<file path="config.mk">
export PLATFORM = sky130hd
export DESIGN_NAME = cms_switcher
export DESIGN_NICKNAME = d
export VERILOG_FILES = /design/src/design/cms_pkg.sv /design/src/design/cms_switcher.sv
export SDC_FILE = /design/constraint.sdc
export NUM_CORES = 1
export LEC_CHECK = 0
export ABC_AREA = 1
export BUFFER_PORTS_ARGS = -buffer_cell sky130_fd_sc_hd__clkbuf_2
export CAP_MARGIN = 5
export CORE_MARGIN = 2
export CORE_UTILIZATION = 45
export CTS_BUF_LIST = sky130_fd_sc_hd__clkbuf_4
export DETAILED_ROUTE_END_ITERATION = 8
export PLACE_DENSITY = 0.7
export SLEW_MARGIN = 20
export SYNTH_ARGS = -nofsm -noshare
export SYNTH_HDL_FRONTEND = slang
export SYNTH_SLANG_ARGS = --single-unit
</file>
<file path="constraint.sdc">
create_clock -name clk -period 1.7 [get_ports clk]
set_input_delay 0 -clock clk [delete_from_list [all_inputs] [get_ports clk]]
set_output_delay 0 -clock clk [all_outputs]
set_load 0.005 [all_outputs]
</file>
<file path="src/design/cms_pkg.sv">
package cms_pkg;

    // register byte offsets
    localparam logic [7:0] CMS_OFS_SECOND_CFG  = 8'h00;
    localparam logic [7:0] CMS_OFS_CTRL_SWITCH = 8'h04;
    localparam logic [7:0] CMS_OFS_SERVO_CMD   = 8'h08;
    localparam logic [7:0] CMS_OFS_ASSIGN_LO   = 8'h0C;
    localparam logic [7:0] CMS_OFS_ASSIGN_HI   = 8'h10;
    localparam logic [7:0] CMS_OFS_STATUS      = 8'h14;

    // field positions
    localparam int CMS_SEC_MODE_LSB   = 0;
    localparam int CMS_SEC_CARRY_LSB  = 12;
    localparam int CMS_RET_CARRY_BIT  = 2;
    localparam int CMS_ANALOG_BIT     = 0;
    localparam int CMS_SWITCH_REQ_BIT = 9;

    // field values
    localparam logic [3:0] CMS_CARRY_KEEP  = 4'h1;
    localparam logic [7:0] CMS_FN_SWITCH   = 8'h10;
    localparam int         CMS_NUM_INPUTS  = 8;

    // reset values
    localparam logic [15:0] CMS_SECOND_CFG_RST  = 16'h0000;
    localparam logic [15:0] CMS_CTRL_SWITCH_RST = 16'h0000;
    localparam logic [15:0] CMS_SERVO_CMD_RST   = 16'h0000;
    localparam logic [31:0] CMS_ASSIGN_RST      = 32'h0000_0000;

    // control mode codes, shared by first and second mode
    typedef enum logic [3:0] {
        CMS_MODE_NONE     = 4'h0,
        CMS_MODE_POSITION = 4'h1,
        CMS_MODE_SPEED    = 4'h2,
        CMS_MODE_CURRENT  = 4'h3
    } cms_mode_e;

    // source of the position command
    typedef enum logic [1:0] {
        CMS_PSRC_REALTIME = 2'h0,
        CMS_PSRC_PROFILE  = 2'h1,
        CMS_PSRC_PULSE    = 2'h2
    } cms_psrc_e;

    // ahb-lite request as seen in the address phase
    typedef struct packed {
        logic        hsel;
        logic [31:0] haddr;
        logic [1:0]  htrans;
        logic        hwrite;
        logic [2:0]  hsize;
        logic        hready;
    } cms_ahb_req_s;

    // what the control loops are told
    typedef struct packed {
        logic [3:0]  mode;
        logic        second_active;
        logic        use_analog;
        logic        cmd_init;
        logic [31:0] init_value;
    } cms_loop_s;

endpackage : cms_pkg

</file>
<file path="src/design/cms_switcher.sv">
// The implementer's own choices: the placing of the registers and register access over AHB-Lite.
`timescale 1ns/1ps
// How it works
// - the low four bits of the second-mode word pick none, position, speed or current.
// - bits 12 to 15 say whether entering the second mode resets or keeps the command.
// - returning to the first mode keeps the command only if the return bit is set.
// - speed and current take their command from the parameter or the analog input.
// - position carry-over is honoured only for profile commands, else position is forced.
// - only position, speed or current are accepted as the second mode.
// - the mode-switch bit of the servo command word requests the switch.
// - any input assigned function 16 also requests the switch.
module cms_switcher #(
    parameter int POS_W = 32
) (
    input  wire logic                 clk,
    input  wire logic                 rst_b,
    input  wire logic                 ce,
    input  wire cms_pkg::cms_ahb_req_s ahb_req,
    input  wire logic [31:0]          hwdata,
    output logic                      hreadyout,
    output logic                      hresp,
    output logic [31:0]               hrdata,
    input  wire logic [7:0]           din_pins,
    input  wire logic [3:0]           first_mode,
    input  wire logic [1:0]           pos_source,
    input  wire logic [POS_W-1:0]     position_now,
    output cms_pkg::cms_loop_s        loop_out
);
    import cms_pkg::*;

    // register bank
    logic [15:0] second_cfg_q,  second_cfg_d;
    logic [15:0] ctrl_switch_q, ctrl_switch_d;
    logic [15:0] servo_cmd_q,   servo_cmd_d;
    logic [31:0] assign_lo_q,   assign_lo_d;
    logic [31:0] assign_hi_q,   assign_hi_d;
    // bus data phase
    logic        wr_pend_q,  wr_pend_d;
    logic [7:0]  wr_addr_q,  wr_addr_d;
    logic [31:0] rdata_q,    rdata_d;
    // pin synchroniser
    logic [7:0]  din_s1_q, din_s2_q;
    // switching state
    logic        second_q, second_d;
    cms_loop_s   loop_q,   loop_d;

    logic        take;
    logic [3:0]  sec_mode;
    logic        sw_enable;
    logic        pin_req;
    logic        req;
    logic [31:0] status_word;

    // true when a mode code is one of the three loop modes
    function automatic logic cms_mode_ok(input logic [3:0] m);
        cms_mode_ok = (m == CMS_MODE_POSITION) || (m == CMS_MODE_SPEED) ||
                      (m == CMS_MODE_CURRENT);
    endfunction : cms_mode_ok

    // function code assigned to input pin i
    function automatic logic [7:0] cms_fn_of(input logic [31:0] lo,
                                             input logic [31:0] hi,
                                             input int          i);
        logic [63:0] all;
        all       = {hi, lo};
        cms_fn_of = all[i*8 +: 8];
    endfunction : cms_fn_of

    // address phase accepted: nonseq or seq with the bus ready
    assign take = ahb_req.hsel && ahb_req.hready && ahb_req.htrans[1];

    // second mode decode; codes above current count as disabled
    assign sec_mode  = second_cfg_q[CMS_SEC_MODE_LSB +: 4];
    assign sw_enable = cms_mode_ok(sec_mode);

    // request from any pin that carries the switch function
    always_comb
    begin
        pin_req = 1'b0;
        for (int i = 0; i < CMS_NUM_INPUTS; i++)
        begin
            if (cms_fn_of(assign_lo_q, assign_hi_q, i) == CMS_FN_SWITCH &&
                din_s2_q[i])
                pin_req = 1'b1;
        end
    end

    assign req = servo_cmd_q[CMS_SWITCH_REQ_BIT] || pin_req;

    assign status_word = {24'h00_0000, 1'b0, loop_q.use_analog,
                          sw_enable, second_q, loop_q.mode};

    // register writes land in the data phase, reads are fetched early
    always_comb
    begin
        second_cfg_d  = second_cfg_q;
        ctrl_switch_d = ctrl_switch_q;
        servo_cmd_d   = servo_cmd_q;
        assign_lo_d   = assign_lo_q;
        assign_hi_d   = assign_hi_q;
        wr_pend_d     = wr_pend_q;
        wr_addr_d     = wr_addr_q;
        rdata_d       = rdata_q;
        if (wr_pend_q)
        begin
            case (wr_addr_q)
                CMS_OFS_SECOND_CFG:  second_cfg_d  = hwdata[15:0];
                CMS_OFS_CTRL_SWITCH: ctrl_switch_d = hwdata[15:0];
                CMS_OFS_SERVO_CMD:   servo_cmd_d   = hwdata[15:0];
                CMS_OFS_ASSIGN_LO:   assign_lo_d   = hwdata;
                CMS_OFS_ASSIGN_HI:   assign_hi_d   = hwdata;
                default:             second_cfg_d  = second_cfg_q;
            endcase
        end
        if (ahb_req.hready)
        begin
            wr_pend_d = take && ahb_req.hwrite;
            wr_addr_d = ahb_req.haddr[7:0];
        end
        if (take && !ahb_req.hwrite)
        begin
            // status reflects state one cycle old; good enough for polling
            case (ahb_req.haddr[7:0])
                CMS_OFS_SECOND_CFG:  rdata_d = {16'h0000, second_cfg_q};
                CMS_OFS_CTRL_SWITCH: rdata_d = {16'h0000, ctrl_switch_q};
                CMS_OFS_SERVO_CMD:   rdata_d = {16'h0000, servo_cmd_q};
                CMS_OFS_ASSIGN_LO:   rdata_d = assign_lo_q;
                CMS_OFS_ASSIGN_HI:   rdata_d = assign_hi_q;
                CMS_OFS_STATUS:      rdata_d = status_word;
                default:             rdata_d = 32'h0000_0000;
            endcase
        end
    end

    always_ff @(posedge clk or negedge rst_b)
    begin
        if (!rst_b)
        begin
            second_cfg_q  <= CMS_SECOND_CFG_RST;
            ctrl_switch_q <= CMS_CTRL_SWITCH_RST;
            servo_cmd_q   <= CMS_SERVO_CMD_RST;
            assign_lo_q   <= CMS_ASSIGN_RST;
            assign_hi_q   <= CMS_ASSIGN_RST;
            wr_pend_q     <= 1'b0;
            wr_addr_q     <= 8'h00;
            rdata_q       <= 32'h0000_0000;
        end
        else if (ce)
        begin
            second_cfg_q  <= second_cfg_d;
            ctrl_switch_q <= ctrl_switch_d;
            servo_cmd_q   <= servo_cmd_d;
            assign_lo_q   <= assign_lo_d;
            assign_hi_q   <= assign_hi_d;
            wr_pend_q     <= wr_pend_d;
            wr_addr_q     <= wr_addr_d;
            rdata_q       <= rdata_d;
        end
    end

    // zero wait states; a frozen clock enable also freezes the bus
    assign hreadyout = ce;
    assign hresp     = 1'b0;
    assign hrdata    = rdata_q;

    // two-stage synchroniser on the input pins
    always_ff @(posedge clk or negedge rst_b)
    begin
        if (!rst_b)
        begin
            din_s1_q <= 8'h00;
            din_s2_q <= 8'h00;
        end
        else if (ce)
        begin
            din_s1_q <= din_pins;
            din_s2_q <= din_s1_q;
        end
    end

    // mode selection and command hand-over at each switch edge
    always_comb
    begin
        logic        carry;
        logic [3:0]  new_mode;
        carry    = 1'b0;
        new_mode = first_mode;
        second_d = req && sw_enable;
        loop_d   = loop_q;
        loop_d.cmd_init = 1'b0;
        if (second_d != second_q)
        begin
            if (second_d)
            begin
                // command was preloaded by the host before the request
                carry = second_cfg_q[CMS_SEC_CARRY_LSB +: 4]
                        == CMS_CARRY_KEEP;
                new_mode = sec_mode;
            end
            else
            begin
                carry = ctrl_switch_q[CMS_RET_CARRY_BIT];
            end
            // only profile commands can be carried in position mode
            if (new_mode == CMS_MODE_POSITION &&
                pos_source != CMS_PSRC_PROFILE)
                carry = 1'b0;
            loop_d.cmd_init = !carry;
            loop_d.init_value = (new_mode == CMS_MODE_POSITION) ?
                                32'(position_now) : 32'h0000_0000;
        end
        loop_d.second_active = second_d;
        // an invalid first mode is passed on as is; the host must avoid it
        loop_d.mode = second_d ? sec_mode : first_mode;
        loop_d.use_analog = ctrl_switch_q[CMS_ANALOG_BIT] &&
                            (loop_d.mode == CMS_MODE_SPEED ||
                             loop_d.mode == CMS_MODE_CURRENT);
    end

    always_ff @(posedge clk or negedge rst_b)
    begin
        if (!rst_b)
        begin
            second_q <= 1'b0;
            loop_q   <= '0;
        end
        else if (ce)
        begin
            second_q <= second_d;
            loop_q   <= loop_d;
        end
    end

    assign loop_out = loop_q;

endmodule : cms_switcher

</file>
---- Word level (Yosys, flattened, before mapping) ----
Cells that the tools add are included.
storage, ports and cells
  register bits ........................... 208
  bits of input ports ..................... 121
  output and inout bits ................... 73
  logic and storage cells ................. 88
operators by class
  equal/unequal tests ..................... 26
  multiplexer cells ....................... 16
  reductions and logical operators ........ 31
operators by type and width
  cell                  count
  $pmux W32 S6          1
  $eq A8 B5 Y1 const B  11
  $mux W33              1
  $eq A8 B4 Y1 const B  4
  $mux W32              1
  $eq A4 B2 Y1 const B  4
  $eq A8 B3 Y1 const B  2
  $logic_not A8 Y1      2
  $logic_and A1 B1 Y1   15
  $reduce_and A3 Y1     5
  $eq A4 B1 Y1 const B  3
  $mux W1               11
  $mux W4               2
  $reduce_and A2 Y1     3
  $logic_or A1 B1 Y1    4
  $logic_not A1 Y1      2
  $ne A2 B1 Y1 const B  1
  $ne A1 B1 Y1          1

---- Depth between registers and ports, before layout ----
Gate-level depths: netlist of run 1.
  depth after elaboration ................. 20
  gate-level depth with buffers ........... 15
  gate-level depth less buffers ........... 14

---- Worst setup path before layout of run 1 ----
No wires, ideal clock.
  path kind ............................... reg-to-reg
  start point ............................. register assign_hi_q[29]
  end point ............................... register loop_q, in the netlist loop_out[32]
  library setup time ...................... 116 ps
  arrival ................................. 1484 ps
  data required time ...................... 1584 ps
  slack ................................... 100 ps
  cell stages (with the launch flop) ...... 15
  path buffers ............................ 1
  period minus slack after synthesis ...... 1600 ps
  cells stage by stage .................... dfrtp_1 > inv_1 > nand2_1 > nor3_1 > nand2_1 > nand2_1 > nor2_2 > nand2_4 > nand2_8 > xor2_2 > nand2_2 > inv_6 > buf_12 > nand2_1 > nand2_1
between the ends
  cells in the longest elaborated chain, start to end .. 13
  elaborated cells on any way between the ends .. 15
  those cells by class .................... eq/ne: 3; mux: 7; reduce/logical: 5
ends and longest elaborated chain
  item                      RTL line             source
  start: declaration        cms_switcher.sv:36   logic [31:0] assign_hi_q, assign_hi_d;
  start signal: assignment  cms_switcher.sv:154  assign_hi_q <= assign_hi_d;
  $eq A8 B5 Y1 (*)          cms_switcher.sv:82   if (cms_fn_of(assign_lo_q, assign_hi_q, i) == CMS_FN_SWITCH &&
  $logic_and A1 B1 Y1 (*)   cms_switcher.sv:82
  $mux W1 (*)               cms_switcher.sv:82
  $logic_or A1 B1 Y1 (*)    cms_switcher.sv:88   assign req = servo_cmd_q[CMS_SWITCH_REQ_BIT] || pin_req;
  $logic_and A1 B1 Y1 (*)   cms_switcher.sv:188  second_d = req && sw_enable;
  $mux W4                   cms_switcher.sv:193  if (second_d)
  $mux W4                   cms_switcher.sv:191  if (second_d != second_q)
  $eq A4 B1 Y1              cms_switcher.sv:205  if (new_mode == CMS_MODE_POSITION &&
  $logic_and A1 B1 Y1       cms_switcher.sv:205
  $mux W1                   cms_switcher.sv:205
  $mux W1                   cms_switcher.sv:191
  $logic_not A1 Y1          cms_switcher.sv:208  loop_d.cmd_init = !carry;
  $mux W33 (*)              cms_switcher.sv:191
  end signal: assignment    cms_switcher.sv:230  loop_q <= loop_d;
  end: declaration          cms_switcher.sv:45   cms_loop_s loop_q, loop_d;
Every way passes the cells marked *; elsewhere a longest branch is shown, timed or not. The select of a mux whose other input is x is not followed.
A chain may end at the register's enable or synchronous reset.

---- Worst setup path after layout of run 1 ----
  start point ............................. register assign_hi_q[2]
  end point ............................... register loop_q, in the netlist loop_out[10]
between the ends
  cells in the longest elaborated chain, start to end .. 12
  elaborated cells on any way between the ends .. 14
  those cells by class .................... eq/ne: 3; mux: 7; reduce/logical: 4
ends and longest elaborated chain
  item                       RTL line             source
  $eq A8 B5 Y1 (*)           cms_switcher.sv:82
  $logic_and A1 B1 Y1 (*)    cms_switcher.sv:82
  $mux W1 (*) (4 in series)  cms_switcher.sv:82
  $logic_or A1 B1 Y1 (*)     cms_switcher.sv:88
  $logic_and A1 B1 Y1 (*)    cms_switcher.sv:188
  $mux W4                    cms_switcher.sv:193
  $mux W4                    cms_switcher.sv:191
  $eq A4 B1 Y1               cms_switcher.sv:209  loop_d.init_value = (new_mode == CMS_MODE_POSITION) ?
  $mux W32                   cms_switcher.sv:209
Marked as above.

==> metrics.md, run 1 <==
| Metric | Value |
|---|---|
| Kind of cell adding the most delay to the critical path | `simple AND/OR/NAND/NOR gates` |
| RSZ-0062 raised after global routing | `yes` |
| Slew of the pin with the lowest slew margin | `0.823 ns` |
| Clk pin slew, worst setup/hold paths | `0.07 ns` |
| Num CTS Buffers | `55` |
| Hold Fails Final Rpt | `0` |
| Share of layout cells above drive strength 1 | `0.335` |
| Starting Density | `0.459` |
| Primary FF master, synth | `dfrtp_1` |
| Leading cell type in the layout, fill and taps excluded | `nand2_1` |
| Initial antenna violation count | `1` |
| Pins Over Slew Limit | `0` |
| Vias per inst | `5.01` |
| CTS root buf | `clkbuf_4` |
| Max Buffers Root-to-Sink | `3` |
| Worst min path class | `in2reg` |
| Htree depth | `2` |
| Seq cells post-synth | `208` |
| Drt drc | `0` |
| Number of enable flip-flop cells after synthesis | `0` |
| Relative slew slack | `0.450` |
| Sequential cell area | `5200 um2` |
| Gp weighted congestion | `0.837` |
| Max VDD drop | `0.000402 V` |
| Hpwl dp | `17,200 um` |
| Min cycle time layout | `1.94 ns` |
| DIE HEIGHT | `148 um` |
| Largest net degree at the start of global routing | `65` |
| Total GRT Usage | `0.251` |
| Instance count of the mapped netlist | `1,069` |
| DRT Wirelength | `28,700 um` |
| Die area | `21,800 um2` |
| Max Clk Rate | `0.517 GHz` |
| Core Area | `20,200 um2` |
| Violations in the final reports | `negative setup slack` |
| Vias | `8,901` |
| Cell Area, Synth | `9280 um2` |
| Req. time, crit path | `2.24 ns` |
| Buf/Inv on CP | `3` |
| Die W | `148 um` |
| Stages on worst setup path | `14` |
| Commonest non-fill, non-tap cells in the layout | `nand2_1 (308), dfrtp_1 (208), clkbuf_2 (163)` |
| Worst EP arrival | `2.48 ns` |
| Setup CP Type | `reg2reg` |
| First-pass iteration count of the detailed router | `5` |
| Initial drt markers | `579` |
| Multi-input logic area | `3600 um2` |
| Num rows | `52` |
| First-pass GRT wire length | `43,700 um` |
| Status | `finished, violations left` |
| Worst skew pair latency | `0.67 ns` |
| Leakage power | `6.76 nW` |
| DRT antenna net count | `0` |
| Peak fanout along the critical path | `7` |
| Worst reg2reg path depth | `14` |
| Syn Area/Cell | `8.68 um2` |
| P&R area growth vs syn | `44.7%` |
| PortBufs | `164` |
| Pre-CTS WS | `-0.191 ns` |
| Fin cells | `1,775` |
| Cells after DPL | `1,548` |
| Crit-path cells | `inv_2 -> nand2_1 -> nor2_1 -> nand3_1 -> nand2_2 -> nor2_4 -> nand2_4 -> nand2_8 -> xor2_2 -> nand2_2 -> clkinv_4 -> clkbuf_16 -> nand3_2 -> nand2_1` |
| GRT overflow | `0` |
| Post-DR wirelength/cell | `16.2 um` |
| Asr flop ratio synth | `1.00` |
| Utilization after layout | `0.664` |
| Mapped Nets | `1,190` |
| Fin crit share | `1.14` |
| Count of different cell masters after synthesis | `38` |
| Post-route setup slack | `-0.235 ns` |
| CTS tree | `built` |
| Skew final | `0.0344 ns` |
| Crit path largest cell delay | `0.39 ns` |
| # fillers | `1,597` |
| WHS Path Cells | `8` |
| PD cells | `788 nW/um2` |
| Vias in the first global route | `8,699` |
| Seq/Total Area, Yosys | `0.561` |
| Net count, final | `1,587` |
| IO Pins | `194` |
| CTS sink cnt | `208` |
| CP max-delay cell | `dfrtp_1` |
| Setup violations, final | `44` |
| Critical Path Source Type | `register` |
| Synth Warn # | `0` |
| Worst Setup End Kind | `register` |
| Max-cap violations | `0` |
## what timing repair did
action	in CTS	in global routing
gates cloned	0	8
pin swaps	4	7
hold buffers	107	0
endpoints found under the hold margin	402	0
gates resized for setup	22	102
buffers inserted	12	5
setup endpoints to repair	33	97
## Yosys cell counts (4+ instances only)
master	count	area share
a22o_1	6	0.0057
a211oi_1	8	0.0065
nor2_1	24	0.0097
buf_2	8	0.0043
mux2_2	4	0.0049
nand3_2	30	0.032
nor3_1	19	0.010
o21ai_1	9	0.0049
nand2_2	5	0.0034
inv_1	109	0.044
nand4_1	5	0.0034
nand3_1	36	0.019
dfrtp_1	208	0.56
clkbuf_1	36	0.015
nand2_1	343	0.14
o21ai_0	157	0.085
o22ai_1	20	0.013
inv_2	12	0.0049
## final timing paths
| kind | startpoint | end | slack [ns] |
|---|---|---|---|
| max in group asynchronous | rst_b | hrdata[16] | 0.55 |
| setup / recovery | assign_hi_q[2] | loop_out[10] | -0.24 |
| setup reg to reg | assign_hi_q[2] | loop_out[10] | -0.24 |
| min in group asynchronous | rst_b | wr_addr_q[5] | 0.42 |
| hold / removal | ahb_req[39] | hrdata[26] | 0.07 |
| hold reg to reg | din_s1_q[2] | din_s1_q[2] | 0.48 |
## power breakdown
part	switching, mW	internal (mW)	leakage [nW]	total [mW]
logic	0.564	0.555	3.51	1.12
registers	0.124	5.13	2.85	5.25
clock network	2.02	2.19	0.405	4.21
## cell type report
| cell class | instances | area share |
|---|---|---|
| diodes | 1 | 0.000186 |
| clock buffers | 82 | 0.0458 |
| clock inverters | 13 | 0.00391 |
| inverters | 122 | 0.0345 |
| multi-input cells | 685 | 0.268 |
| flip-flops and latches | 208 | 0.388 |
| well taps | 270 | 0.0252 |
| repair buffers | 394 | 0.235 |
## worst reg2reg max path, stage by stage (launching register included)
cell and delay [ns]:
dfrtp_1 0.39, inv_2 0.06, nand2_1 0.05, nor2_1 0.11, nand3_1 0.13, nand2_2 0.11
nor2_4 0.05, nand2_4 0.10, nand2_8 0.08, xor2_2 0.15, nand2_2 0.12, clkinv_4 0.12
clkbuf_16 0.19, nand3_2 0.07, nand2_1 0.06
## cell families (layout without fill, tap and decap cells)
family | count (synthesis) | in the layout | synth area share
muxes | 4 | 4 | 0.00485
buffers and inverters | 176 | 611 | 0.0817
and+or+nand+nor | 473 | 473 | 0.230
xor gates and xnor gates | 1 | 1 | 0.00175
DFF | 208 | 208 | 0.561
other | 1 | 2 | 0.000404
AOI/OAI and AO/OA | 206 | 206 | 0.120
## per-layer routing
layer  vias to the layer above  share of wire  GRT usage
met5                         -              0          0
met4                         0          0.020     0.0750
met3                        47          0.070     0.0481
met2                       380           0.49      0.421
met1                      4206           0.42      0.332
li1                       4268              -          -
## registers in the layout (all words and copies together) (netlist names)
| register | count |
|---|---|
| servo_cmd_q | 16 |
| din_s1_q | 8 |
| ctrl_switch_q | 16 |
| din_s2_q | 8 |
| second_cfg_q | 16 |
| assign_lo_q | 32 |
| assign_hi_q | 32 |
| wr_addr_q | 8 |
| wr_pend_q | 1 |
| hrdata | 32 |
| loop_out | 39 |
## stage by stage
step	TNS, ns	total power [mW]	hold WS (ns)	area, um2
2_1_floorplan	0	5.64	-0.296	9280
3_3_place_gp	-4.98	6.12	0.0230	11100
3_5_place_dp	-5.70	6.14	0.0286	11100
4_1_cts	-3.27	10.6	0.00352	13000
5_1_grt	-10.84	11.1	0.0529	13400
6_report	-6.01	10.6	0.0693	13400
Note: power is estimated with default switching activity, not from simulation.
==> run 2: changes to the inputs <==
- CORE_ASPECT_RATIO: not set -> 1.1
==> run 2 against run 1 <==
  * The run still ends with negative setup slack left
  * Sequential cell count unchanged
  * Critical path depth unchanged
  * Via count is 2.0% lower
  * Clock skew fell by 0.0033 ns
  * Wire length fell by 6.3%
  * Register-to-register slack better by 0.02 ns
  * Critical path type unchanged
  * Largest cell class unchanged
==> metrics.md, run 2 (synthesis results as in run 1) <==
| Metric | Value |
|---|---|
| DRT Wirelength | `26,900 um (-6.3%)` |
| Max Clk Rate | `0.523 GHz (+1.2%)` |
| GRT busiest layer | `met2` |
| Gp weighted congestion | `0.829 (-0.87%)` |
| Worst skew pair latency | `0.68 ns (about the same)` |
| First-pass GRT wire length | `43,100 um (-1.5%)` |
| Num CTS Buffers | `52 (-5.5%)` |
| CTS tree | `built` |
| Total GRT Usage | `0.247 (-0.00374)` |
| DRT antenna net count | `0 (unchanged)` |
| Pre-CTS WS | `-0.231 ns (-0.0397 ns)` |
| Htree depth | `2 (unchanged)` |
| Die area | `21,800 um2 (about the same)` |
| Status | `finished, violations left` |
| Initial drt markers | `576 (-0.52%)` |
| Worst min path class | `in2reg` |
| Total power draw | `10.5 mW (-1.1%)` |
| Max Buffers Root-to-Sink | `3 (unchanged)` |
| Peak fanout along the critical path | `8 (+1)` |
| # fillers | `1,664 (+4.2%)` |
| Critical Path Source Type | `register` |
| Net count, final | `1,569 (-1.1%)` |
| Initial antenna violation count | `1 (unchanged)` |
| First-pass iteration count of the detailed router | `5 (unchanged)` |
| IO Pins | `194 (unchanged)` |
| Max VDD drop | `0.000559 V (+39%)` |
| Setup violations, final | `33 (-25%)` |
| Drt drc | `0 (unchanged)` |
| Hold Fails Final Rpt | `0 (unchanged)` |
| Vias | `8,723 (-2.0%)` |
| P&R area growth vs syn | `40.8%` |
| Req. time, crit path | `2.29 ns (+0.05 ns)` |
| Num rows | `55 (+5.8%)` |
| Relative slew slack | `0.459 (+0.00912)` |
| Setup CP Type | `reg2reg` |
| Fin crit share | `1.12 (-0.0140)` |
| Largest net degree at the start of global routing | `65 (unchanged)` |
| Violations in the final reports | `negative setup slack` |
| Core Area | `20,400 um2 (+1.0%)` |
| Worst Setup End Kind | `register` |
| Share of layout cells above drive strength 1 | `0.291 (-0.0443)` |
| Skew final | `0.0310 ns (-0.00334 ns)` |
| Leading cell type in the layout, fill and taps excluded | `nand2_1` |
| Met3 usage in global routing | `0.0505 (+0.00232)` |
| Worst EP arrival | `2.51 ns (+0.03 ns)` |
| CTS root buf | `clkbuf_4` |
| Clk pin slew, worst setup/hold paths | `0.07 ns (about the same)` |
| GRT overflow | `0 (unchanged)` |
| Largest register FFs | `39 (unchanged)` |
| Commonest non-fill, non-tap cells in the layout | `nand2_1 (336), dfrtp_1 (208), clkbuf_2 (163)` |
| Grt met2 use | `0.411 (-0.0105)` |
| DIE HEIGHT | `155 um (+4.7%)` |
| Leakage power | `6.57 nW (-2.8%)` |
| CTS sink cnt | `208 (unchanged)` |
| Vias in the first global route | `8,608 (-1.0%)` |
| Sequential cell area | `5200 um2 (unchanged)` |
| Starting Density | `0.454 (-0.00458)` |
| Min cycle time layout | `1.91 ns (-0.0238 ns)` |
| Post-DR wirelength/cell | `15.4 um (-4.7%)` |
| Slew of the pin with the lowest slew margin | `0.810 ns (-0.0137 ns)` |
| Multi-input logic area | `3470 um2 (-3.5%)` |
| RSZ-0062 raised after global routing | `yes` |
| GR Util met1 | `0.313 (-0.0191)` |
| PD cells | `800 nW/um2 (+1.6%)` |
| Die W | `141 um (-4.5%)` |
| PortBufs | `164 (unchanged)` |
| Max-cap violations | `0 (unchanged)` |
| Post-route setup slack | `-0.212 ns (+0.0238 ns)` |
| Hpwl dp | `16,700 um (-2.8%)` |
| Pins Over Slew Limit | `0 (unchanged)` |
| Vias per inst | `5.00 (-0.37%)` |
## run 2: power breakdown
group / switching, mW / internal (mW)
Clock: 2.06 / 2.07
Combinational: 0.547 / 0.537
Sequential: 0.114 / 5.13
Total: 2.72 / 7.74
## run 2: path summary, 6_finish.rpt
kind / to / cells past startpoint / slack [ns] / from
max in group asynchronous: assign_hi_q[1] / 4 / 0.89 / rst_b
max: loop_out[16] / 14 / -0.21 / assign_lo_q[10]
max reg2reg: loop_out[16] / 14 / -0.21 / assign_lo_q[10]
min reg2reg: hrdata[20] / 2 / 0.48 / hrdata[20]
min: loop_out[2] / 4 / 0.11 / position_now[2]
min in group asynchronous: hrdata[6] / 4 / 0.49 / rst_b
## run 2: area by class of cell
class,count,area share
Sequential cell,208,0.398
Multi-Input combinational cell,685,0.265
Timing Repair Buffer,379,0.227
Clock buffer,70,0.0402
Inverter,122,0.0354
Tap cell,256,0.0245
Clock inverter,25,0.00957
Antenna cell,1,0.000191
## run 2: repair_timing
action,in CTS,in global routing
hold buffers,110,1
setup endpoints to repair,33,83
setup buffers,0,10
endpoints found under the hold margin,402,2
resized for setup,8,25
pin swaps,0,30
cloned,0,1
## run 2: worst max-delay path, stage by stage, from the launching register on
cell       delay (ns)
dfrtp_1          0.37
inv_1            0.08
nand2_1          0.06
nor2_1           0.14
nand3_2          0.13
nand3_4          0.11
nor2_4           0.05
nand2_4          0.10
nand2_8          0.09
o21ai_4          0.09
nand2_4          0.08
nor2_8           0.19
clkbuf_16        0.19
nand3_2          0.08
nand2_1          0.06
## run 2: layer usage
layer | wire [um] | share of wire
met5 | 0 | 0
met2 | 12900 | 0.48
met3 | 1780 | 0.066
met1 | 11400 | 0.42
met4 | 864 | 0.032
## run 2: metrics by stage
stage | area, um2 | utilization | hold WS [ns] | std cells | TNS (ns)
after floorplan | 9280 | - | -0.296 | 1069 | 0
after detailed placement | 11100 | 0.541 | -0.0193 | 1529 | -6.79
after global placement | 11100 | 0.541 | -0.0207 | 1529 | -5.90
after CTS | 12900 | 0.629 | 0.0486 | 1734 | -3.98
after global routing | 13100 | 0.640 | 0.0884 | 1746 | -8.76
final | 13100 | 0.640 | 0.110 | 1746 | -5.48
